--- src/logic/plp_pkg.sv ---
// package for the loop parameter core: register map, field layout, limits
// assumes a 32-bit apb master and fixed-point settings in integer steps
package plp_pkg;
  // register byte offsets
  localparam logic [7:0] OFS_CTRL     = 8'h00;
  localparam logic [7:0] OFS_GAIN     = 8'h04;
  localparam logic [7:0] OFS_INTEG    = 8'h08;
  localparam logic [7:0] OFS_DERIV    = 8'h0C;
  localparam logic [7:0] OFS_MANUAL   = 8'h10;
  localparam logic [7:0] OFS_SETPT    = 8'h14;
  localparam logic [7:0] OFS_SETPT_EF = 8'h18;
  localparam logic [7:0] OFS_CRV_LIM  = 8'h1C;
  localparam logic [7:0] OFS_SNS_MIN  = 8'h20;
  localparam logic [7:0] OFS_SNS_MAX  = 8'h24;
  localparam logic [7:0] OFS_TMP_LIM  = 8'h28;
  localparam logic [7:0] OFS_RAMP     = 8'h2C;
  localparam logic [7:0] OFS_TIMES    = 8'h30;
  localparam logic [7:0] OFS_STATUS   = 8'h34;
  // control field positions
  localparam int CTL_MODE_LO = 0;
  localparam int CTL_MODE_HI = 1;
  localparam int CTL_SENSOR  = 2;
  localparam int CTL_RAMP    = 3;
  localparam int CTL_TLIM    = 4;
  // status field positions
  localparam int ST_TRIP  = 0;
  localparam int ST_RAMP  = 1;
  localparam int ST_CONV  = 2;
  localparam int ST_INTEG = 3;
  // setting limits and defaults, tenths for gain and integral
  localparam logic [15:0] GAIN_MAX  = 16'h2710; // 1000.0
  localparam logic [15:0] GAIN_DEF  = 16'h01F4; // 50.0
  localparam logic [15:0] INTEG_MAX = 16'h2710; // 1000.0
  localparam logic [15:0] INTEG_DEF = 16'h00C8; // 20.0
  localparam logic [15:0] DERIV_MAX = 16'h00C8; // 200 %
  localparam logic [15:0] DERIV_DEF = 16'h0000;
  localparam logic [15:0] MAN_MAX   = 16'h2710; // 100.00 %
  localparam logic [15:0] MAN_DEF   = 16'h0000;
  localparam logic [15:0] FULL_SCL  = 16'h2710; // 100.00 %
  // time constants in tenths of a second: 1000 s divided by the setting
  localparam logic [31:0] INTEG_NUM = 32'h000186A0; // 100000
  localparam logic [31:0] DERIV_DEN = 32'h00000190; // 100 % times 4
  localparam logic [31:0] ZERO32    = 32'h00000000;
  // output modes
  typedef enum logic [1:0] {
    PLP_OFF    = 2'h0,
    PLP_CLOSED = 2'h1,
    PLP_OPEN   = 2'h2
  } plp_mode_t;
  // apb request bundle
  typedef struct packed {
    logic        psel;
    logic        penable;
    logic        pwrite;
    logic [7:0]  paddr;
    logic [31:0] pwdata;
  } plp_apb_req_t;
  // apb answer bundle
  typedef struct packed {
    logic        pready;
    logic        pslverr;
    logic [31:0] prdata;
  } plp_apb_rsp_t;
endpackage

--- src/logic/plp_core.sv ---
// top of the loop parameter core: apb registers, pid output combining, setpoint
// assumes a synchronous apb master, pid result and readings on ref_clk
//
// Function
// gain 0..1000 step 0.1, default 50
// integral 0..1000 step 0.1, default 20
// integral zero disables reset term
// integral setting is 1000 over seconds
// derivative 0..200 percent of quarter integral
// host keeps gain above zero closed-loop
// open loop drives manual output only
// closed loop adds manual to pid
// manual 0..100 percent step 0.01
// setpoint in temperature or sensor units
// host assigns control input before setpoint
// ramping only in temperature units
// setpoint clamped by curve or sensor
// setpoint limit acts on entry only
// reading over limit switches heaters off
// sensor setpoint has reading resolution
// unit change converts setpoint via curve
// output saturated to 0..100 percent
// ramp moves setpoint at rate either way
`timescale 1ns/1ns
`default_nettype none
module plp_core #(
  parameter int SP_W = 24
) (
  // clock and reset
  input  wire logic                 ref_clk,
  input  wire logic                 rst,
  // register bus
  input  wire plp_pkg::plp_apb_req_t apb_req,
  output var  plp_pkg::plp_apb_rsp_t apb_rsp,
  // loop inputs
  input  wire logic signed [16:0]   pid_result,
  input  wire logic [SP_W-1:0]      reading,
  input  wire logic                 ramp_tick,
  // curve conversion port
  input  wire logic                 conv_ack,
  input  wire logic [SP_W-1:0]      conv_result,
  output logic                      conv_req,
  output logic                      conv_to_sensor,
  output logic [SP_W-1:0]           conv_value,
  // loop outputs
  output logic [15:0]               heater_out,
  output logic                      heater_off,
  output logic [15:0]               gain,
  output logic                      integ_on,
  output logic [31:0]               integ_time,
  output logic [31:0]               deriv_time,
  output logic [SP_W-1:0]           setpoint_eff
);
  import plp_pkg::*;

  // clamp a write value to its maximum
  function automatic logic [15:0] clip(input logic [31:0] v, input logic [15:0] mx);
    clip = (v > {16'h0000, mx}) ? mx : v[15:0];
  endfunction

  // clamp a setpoint between two bounds
  function automatic logic [SP_W-1:0] bound(input logic [SP_W-1:0] v,
                                            input logic [SP_W-1:0] lo,
                                            input logic [SP_W-1:0] hi);
    bound = (v < lo) ? lo : ((v > hi) ? hi : v);
  endfunction

  logic [1:0]      mode;
  logic            sensor_units;
  logic            ramp_en;
  logic            tlim_en;
  logic [15:0]     integ;
  logic [15:0]     deriv;
  logic [15:0]     manual;
  logic [SP_W-1:0] target;
  logic [SP_W-1:0] crv_lim;
  logic [SP_W-1:0] sns_min;
  logic [SP_W-1:0] sns_max;
  logic [SP_W-1:0] tmp_lim;
  logic [SP_W-1:0] ramp_step;
  logic            trip;
  logic            conv_busy;

  // bus decode
  logic acc;
  logic wr;
  logic known;
  logic [SP_W-1:0] wsp;
  assign acc = apb_req.psel & apb_req.penable & apb_rsp.pready;
  assign wr  = acc & apb_req.pwrite;
  assign wsp = apb_req.pwdata[SP_W-1:0];

  // address map check
  always_comb begin
    unique case (apb_req.paddr)
      OFS_CTRL, OFS_GAIN, OFS_INTEG, OFS_DERIV, OFS_MANUAL, OFS_SETPT,
      OFS_SETPT_EF, OFS_CRV_LIM, OFS_SNS_MIN, OFS_SNS_MAX, OFS_TMP_LIM,
      OFS_RAMP, OFS_TIMES, OFS_STATUS: known = 1'b1;
      default: known = 1'b0;
    endcase
  end

  // read mux
  logic [31:0] rd;
  always_comb begin
    rd = ZERO32;
    unique case (apb_req.paddr)
      OFS_CTRL: begin
        rd[CTL_MODE_HI:CTL_MODE_LO] = mode;
        rd[CTL_SENSOR] = sensor_units;
        rd[CTL_RAMP]   = ramp_en;
        rd[CTL_TLIM]   = tlim_en;
      end
      OFS_GAIN:     rd[15:0] = gain;
      OFS_INTEG:    rd[15:0] = integ;
      OFS_DERIV:    rd[15:0] = deriv;
      OFS_MANUAL:   rd[15:0] = manual;
      OFS_SETPT:    rd[SP_W-1:0] = target;
      OFS_SETPT_EF: rd[SP_W-1:0] = setpoint_eff;
      OFS_CRV_LIM:  rd[SP_W-1:0] = crv_lim;
      OFS_SNS_MIN:  rd[SP_W-1:0] = sns_min;
      OFS_SNS_MAX:  rd[SP_W-1:0] = sns_max;
      OFS_TMP_LIM:  rd[SP_W-1:0] = tmp_lim;
      OFS_RAMP:     rd[SP_W-1:0] = ramp_step;
      OFS_TIMES:    rd = integ_time;
      OFS_STATUS: begin
        rd[ST_TRIP]  = trip;
        rd[ST_RAMP]  = setpoint_eff != target;
        rd[ST_CONV]  = conv_busy;
        rd[ST_INTEG] = integ_on;
      end
      default:      rd = ZERO32;
    endcase
  end

  // apb answer: ready in the first access cycle, data latched at setup
  always_ff @(posedge ref_clk) begin
    if (rst) begin
      apb_rsp <= '0;
    end else begin
      apb_rsp.pready <= apb_req.psel & ~apb_req.penable;
      if (apb_req.psel & ~apb_req.penable) begin
        apb_rsp.prdata  <= rd;
        apb_rsp.pslverr <= ~known;
      end
    end
  end

  // mode and option bits
  always_ff @(posedge ref_clk) begin
    if (rst) begin
      mode    <= PLP_OFF;
      ramp_en <= 1'b0;
      tlim_en <= 1'b0;
    end else if (wr && apb_req.paddr == OFS_CTRL) begin
      mode    <= apb_req.pwdata[CTL_MODE_HI:CTL_MODE_LO];
      ramp_en <= apb_req.pwdata[CTL_RAMP];
      tlim_en <= apb_req.pwdata[CTL_TLIM];
    end
  end

  // pid settings, clamped to their ranges on write
  always_ff @(posedge ref_clk) begin
    if (rst) begin
      gain   <= GAIN_DEF;
      integ  <= INTEG_DEF;
      deriv  <= DERIV_DEF;
      manual <= MAN_DEF;
    end else if (wr) begin
      if (apb_req.paddr == OFS_GAIN) gain <= clip(apb_req.pwdata, GAIN_MAX);
      if (apb_req.paddr == OFS_INTEG) integ <= clip(apb_req.pwdata, INTEG_MAX);
      if (apb_req.paddr == OFS_DERIV) deriv <= clip(apb_req.pwdata, DERIV_MAX);
      if (apb_req.paddr == OFS_MANUAL) manual <= clip(apb_req.pwdata, MAN_MAX);
    end
  end

  // limit registers
  always_ff @(posedge ref_clk) begin
    if (rst) begin
      crv_lim   <= '1;
      sns_min   <= '0;
      sns_max   <= '1;
      tmp_lim   <= '1;
      ramp_step <= '0;
    end else if (wr) begin
      if (apb_req.paddr == OFS_CRV_LIM) crv_lim <= wsp;
      if (apb_req.paddr == OFS_SNS_MIN) sns_min <= wsp;
      if (apb_req.paddr == OFS_SNS_MAX) sns_max <= wsp;
      if (apb_req.paddr == OFS_TMP_LIM) tmp_lim <= wsp;
      if (apb_req.paddr == OFS_RAMP) ramp_step <= wsp;
    end
  end

  // time constants in tenths of a second
  logic [31:0] next_it;
  logic [31:0] next_dt;
  always_comb begin
    next_it = (integ == '0) ? ZERO32 : INTEG_NUM / {16'h0000, integ};
    next_dt = ({16'h0000, deriv} * next_it) / DERIV_DEN;
  end
  always_ff @(posedge ref_clk) begin
    if (rst) begin
      integ_time <= ZERO32;
      deriv_time <= ZERO32;
      integ_on   <= 1'b0;
    end else begin
      integ_time <= next_it;
      deriv_time <= next_dt;
      integ_on   <= integ != '0;
    end
  end

  // setpoint entry clamp, entry path only, reading untouched
  logic [SP_W-1:0] entry;
  assign entry = sensor_units ? bound(wsp, sns_min, sns_max)
                              : bound(wsp, '0, crv_lim);

  // units selection and curve conversion handshake
  logic set_wr;
  logic unit_wr;
  assign set_wr  = wr && apb_req.paddr == OFS_SETPT;
  assign unit_wr = wr && apb_req.paddr == OFS_CTRL &&
                   apb_req.pwdata[CTL_SENSOR] != sensor_units;
  always_ff @(posedge ref_clk) begin
    if (rst) begin
      sensor_units   <= 1'b0;
      conv_busy      <= 1'b0;
      conv_req       <= 1'b0;
      conv_to_sensor <= 1'b0;
      conv_value     <= '0;
    end else if (conv_busy) begin
      if (conv_ack) begin
        conv_busy <= 1'b0;
        conv_req  <= 1'b0;
      end
    end else if (unit_wr) begin
      sensor_units   <= apb_req.pwdata[CTL_SENSOR];
      conv_busy      <= 1'b1;
      conv_req       <= 1'b1;
      conv_to_sensor <= apb_req.pwdata[CTL_SENSOR];
      conv_value     <= setpoint_eff;
    end
  end

  // target and effective setpoint with ramp
  logic ramping;
  assign ramping = ramp_en & ~sensor_units;
  always_ff @(posedge ref_clk) begin
    if (rst) begin
      target       <= '0;
      setpoint_eff <= '0;
    end else if (conv_busy && conv_ack) begin
      target       <= conv_result;
      setpoint_eff <= conv_result;
    end else if (set_wr) begin
      target <= entry;
      if (!ramping) setpoint_eff <= entry;
    end else if (!ramp_en) begin
      target <= setpoint_eff; // ramp switched off: hold current value
    end else if (ramping && ramp_tick && setpoint_eff != target) begin
      if (target > setpoint_eff) begin
        setpoint_eff <= (target - setpoint_eff > ramp_step) ?
                        setpoint_eff + ramp_step : target;
      end else begin
        setpoint_eff <= (setpoint_eff - target > ramp_step) ?
                        setpoint_eff - ramp_step : target;
      end
    end
  end

  // over-temperature trip, cleared by writing the control register
  always_ff @(posedge ref_clk) begin
    if (rst) begin
      trip <= 1'b0;
    end else if (tlim_en && reading > tmp_lim) begin
      trip <= 1'b1;
    end else if (wr && apb_req.paddr == OFS_CTRL) begin
      trip <= 1'b0;
    end
  end

  // output combining and saturation
  logic signed [17:0] sum;
  logic [15:0] next_out;
  always_comb begin
    sum = 18'(pid_result) + 18'($signed({2'b00, manual}));
    unique case (mode)
      PLP_OPEN: next_out = manual;
      PLP_CLOSED: begin
        if (sum < 0) next_out = '0;
        else if (sum > $signed({2'b00, FULL_SCL})) next_out = FULL_SCL;
        else next_out = sum[15:0];
      end
      default: next_out = '0;
    endcase
  end
  always_ff @(posedge ref_clk) begin
    if (rst) begin
      heater_out <= '0;
      heater_off <= 1'b1;
    end else begin
      heater_out <= trip ? '0 : next_out;
      // mode code 3 is not decoded as a drive mode, so it counts as off
      heater_off <= trip || (mode != PLP_OPEN && mode != PLP_CLOSED);
    end
  end
endmodule
`default_nettype wire

--- config.mk ---
export PLATFORM = sky130hd
export DESIGN_NAME = plp_core
export DESIGN_NICKNAME = d
export VERILOG_FILES = /design/src/logic/plp_pkg.sv /design/src/logic/plp_core.sv
export SDC_FILE = /design/constraint.sdc
export NUM_CORES = 2
export LEC_CHECK = 0
export BUFFER_PORTS_ARGS = -buffer_cell sky130_fd_sc_hd__clkbuf_2
export CORE_UTILIZATION = 38
export DETAILED_ROUTE_END_ITERATION = 6
export GPL_ROUTABILITY_DRIVEN = 0
export PLACE_DENSITY = 0.58
export SYNTH_ARGS = -nofsm -noshare
export SYNTH_HDL_FRONTEND = slang
export SYNTH_SLANG_ARGS = --single-unit
--- constraint.sdc ---
create_clock -name ref_clk -period 123.8 [get_ports ref_clk]
set_clock_uncertainty 0.2 [all_clocks]
set_input_delay 30.95 -clock ref_clk [delete_from_list [all_inputs] [get_ports ref_clk]]
set_output_delay 30.95 -clock ref_clk [all_outputs]
set_load 0.1 [all_outputs]
==> flow_summary_export.csv <==
group,metric,value,unit
run_status,status,"complete, but fails checks",
run_status,violations,"design-rule violations",
route,drtIter0Drc,6493,
logic_synthesis,synthFlopType,"dfxtp_1",
clock_network,clk_pin_slew,80,ps
route,final_antenna_net_count,0,
logic_synthesis,syn_area,62860,sq um
job,drv_cap,0,
global_route,grt_max_degree,88,
sta,setup_violations,0,
logic_synthesis,ys_seq_area_share,11.81,%
logic_synthesis,syn_inst,8531,
setup_path,crit_path_start_kind,"register",
clock_network,tritoncts,"yes",
die,die_h,408.7,um
final_layout,drive_gt1_share,10.97,%
clock_network,cts.sinks,371,
sta,fin_ws,10050,ps
setup_path,cpMostUsedCell,"o21ai_0",
route,route.detailed.drc,4,
sta,hold_viol_final,0,
die,core.rowCount,148,
setup_path,r2r_start,"integ[1]$_SDFFE_PP0P_",
setup_path,cp_top_family,"compound AO/OA/AOI/OAI gates",
logic_synthesis,syn_avg_cell_area,7.369,sq um
die,ios,294,
logic_synthesis,yosysWarnings,0,
worst_hold_path,hold_path_class,"register to register",
clock_network,ctsRootBufferMaster,"clkbuf_16",
setup_path,crit_fanout,42,
place,place_ws,4527,ps
route,detailroute.via_count,64110,
sta,relSlewSlack,11.20,%
sta,fmax,8.791,MHz
worst_hold_path,hp-start,"conv_value[8]$_SDFFE_PP0P_",
global_route,track_usage,27.57,%
clock_network,cts.htree.levels,2,
die,fp.dieArea,167100,sq um
global_route,grt_pass1_vias,60530,
setup_path,path_buf_inv,21,
setup_path,worst_setup_path_end_kind,"register",
route,route.detailed.wl_per_inst,22.18,um
final_layout,utilization,41.66,%
global_route,antenna_found_initial,14,
clock_network,clk_latency,640,ps
clock_network,cts_buffers,44,
place,place_hpwl,186300,um
route,drt-pass1-iter-count,7,
setup_path,max_stage_delay,650,ps
die,die_w,408.7,um
sta,slew_viol_final,0,
sta,post-route-min-period,113750,ps
sta,fin_crit_sh,91.88,%
die,initial_core_util,38.45,%
place,io_buffers,284,
setup_path,cp_slowest_cell,"or4_4",
final_layout,syn2layout_area_growth,8.354,%
logic_synthesis,yosysUniqueCellTypes,171,
setup_path,startpoint,"integ[1]$_SDFFE_PP0P_",
route,drt_wl_total,239600,um
final_layout,fill_cells,16710,
final_layout,fin_cells,10800,
setup_path,critPathKind,"register to register",
sta,worstMarginPinSlew,1327,ps
setup_path,cp.required,124150,ps
logic_synthesis,async_reset_ff_share,0,%
sta,hold-worst-slack,253.2,ps
final_layout,finalNetCount,9694,
clock_network,clockBufferDepth,3,
logic_synthesis,synth-edff-count,0,
global_route,grt_pass1_wl,361400,um
route,vias_per_cell,5.933,
setup_path,worstPathArrival,114100,ps
global_route,grt_overflow,0,
die,coreArea,163500,sq um
logic_synthesis,ys_seq_elements,371,
place,dp_cells,10710,
==> cell type report <==
cell class	instances	area (sq um)	area share, %
Sequential cell	371	7433	10.91
Clock buffer	57	1230	1.806
Multi-Input combinational cell	7027	51270	75.27
Inverter	735	2765	4.060
Antenna cell	5	12.51	0.01837
Timing Repair Buffer	415	2414	3.543
Clock inverter	19	269.0	0.3949
Tap cell	2175	2721	3.995
==> worst reg2reg max path, delay by kind of cell (launching register included) <==
| family | cells | cell delay [ps] |
|---|---|---|
| compound gates | 322 | 62290 |
| simple gates | 134 | 27060 |
| fa+ha+maj | 43 | 14460 |
| buf+inv | 21 | 3650 |
| mux | 10 | 3390 |
| xor+xnor | 7 | 2070 |
| flops | 1 | 390 |
==> logic make-up after synthesis <==
logic type / share of synthesized area [%]
and+or+nand+nor: 21.76
buffers and inverters: 7.442
adders and majority gates: 23.51
muxes: 3.003
other: 0.005965
xor gates and xnor gates: 5.396
AOI/OAI and AO/OA: 27.07
DFF: 11.81
==> cell usage after synthesis, drive strengths merged (65+ instances only) <==
cell type / count / area [sq um]
nand4: 65 / 434.2
o21ai: 514 / 2606
and2: 108 / 688.2
mux2: 101 / 1167
buf: 69 / 440.4
xnor2: 269 / 2401
o21bai: 72 / 540.5
a22oi: 100 / 764.5
nor2: 772 / 2937
a21boi: 67 / 518.0
o31ai: 96 / 725.7
and3: 106 / 689.4
nand2b: 143 / 894.6
mux2i: 68 / 720.7
nor3: 156 / 842.1
a21o: 237 / 1817
fa: 309 / 6186
dfxtp: 371 / 7427
a21oi: 750 / 3847
nor2b: 94 / 588.1
o211ai: 157 / 1197
nand2: 1098 / 4197
a221oi: 68 / 608.1
inv: 734 / 2755
ha: 679 / 8496
o21a: 133 / 1002
xor2: 107 / 944.7
clkbuf: 338 / 1430
nand3: 149 / 800.8
==> layout by cell type, fill, tap and decap left out, types with 99 or more instances in the layout <==
cell type,synthesis,routed
o21ai_0,484,483
nand3_1,141,138
nor2_1,766,747
nand2_1,1082,1082
nor3_1,145,133
a22oi_1,99,99
xor2_1,106,106
a21oi_1,733,726
fa_1,309,309
inv_1,731,731
a21o_1,217,217
dfxtp_1,371,366
o21a_1,130,129
clkbuf_2,1,283
buf_4,18,131
o211ai_1,155,155
xnor2_1,263,260
ha_1,679,678
nand2b_1,143,141
==> flip-flops by register name (all words and copies together) (netlist names), 24 cells and up <==
register / flops
apb_rsp: 34
conv_value: 24
crv_lim: 24
deriv_time: 24
integ_time: 31
ramp_step: 24
setpoint_eff: 24
sns_max: 24
sns_min: 24
target: 24
tmp_lim: 24
==> what timing repair did <==
item	CTS	global route
hold buffers	0	0
setup endpoints to repair	0	12
gates resized for setup	0	56
setup buffers	0	5
==> layer usage <==
layer / track usage [%] / up-vias / routed length [um]
li1: - / 30090 / -
met1: 36.55 / 30670 / 101500
met2: 43.55 / 2790 / 103800
met3: 4.122 / 544 / 20610
met4: 13.42 / 8 / 13670
met5: 0 / - / 52
==> through the flow <==
stage | TNS [ps] | instance area (sq um)
final | 0 | 68110
after global routing | -85.66 | 68100
after CTS | 0 | 67750
after detailed placement | 0 | 66250
after global placement | 0 | 66250
after floorplan | 0 | 62900
==> path summary, 6_finish.rpt <==
kind | cells past startpoint | to | slack (ps)
setup reg to reg | 537 | deriv_time[0]$_SDFF_PP0_ | 10050
setup / recovery | 537 | deriv_time[0]$_SDFF_PP0_ | 10050
hold / removal | 2 | conv_value[8]$_SDFFE_PP0P_ | 250
hold reg to reg | 2 | conv_value[8]$_SDFFE_PP0P_ | 250
Power is left out: the tool's default activity adds up to more than one toggle a clock period on the data nets, which glitch-free logic cannot reach.
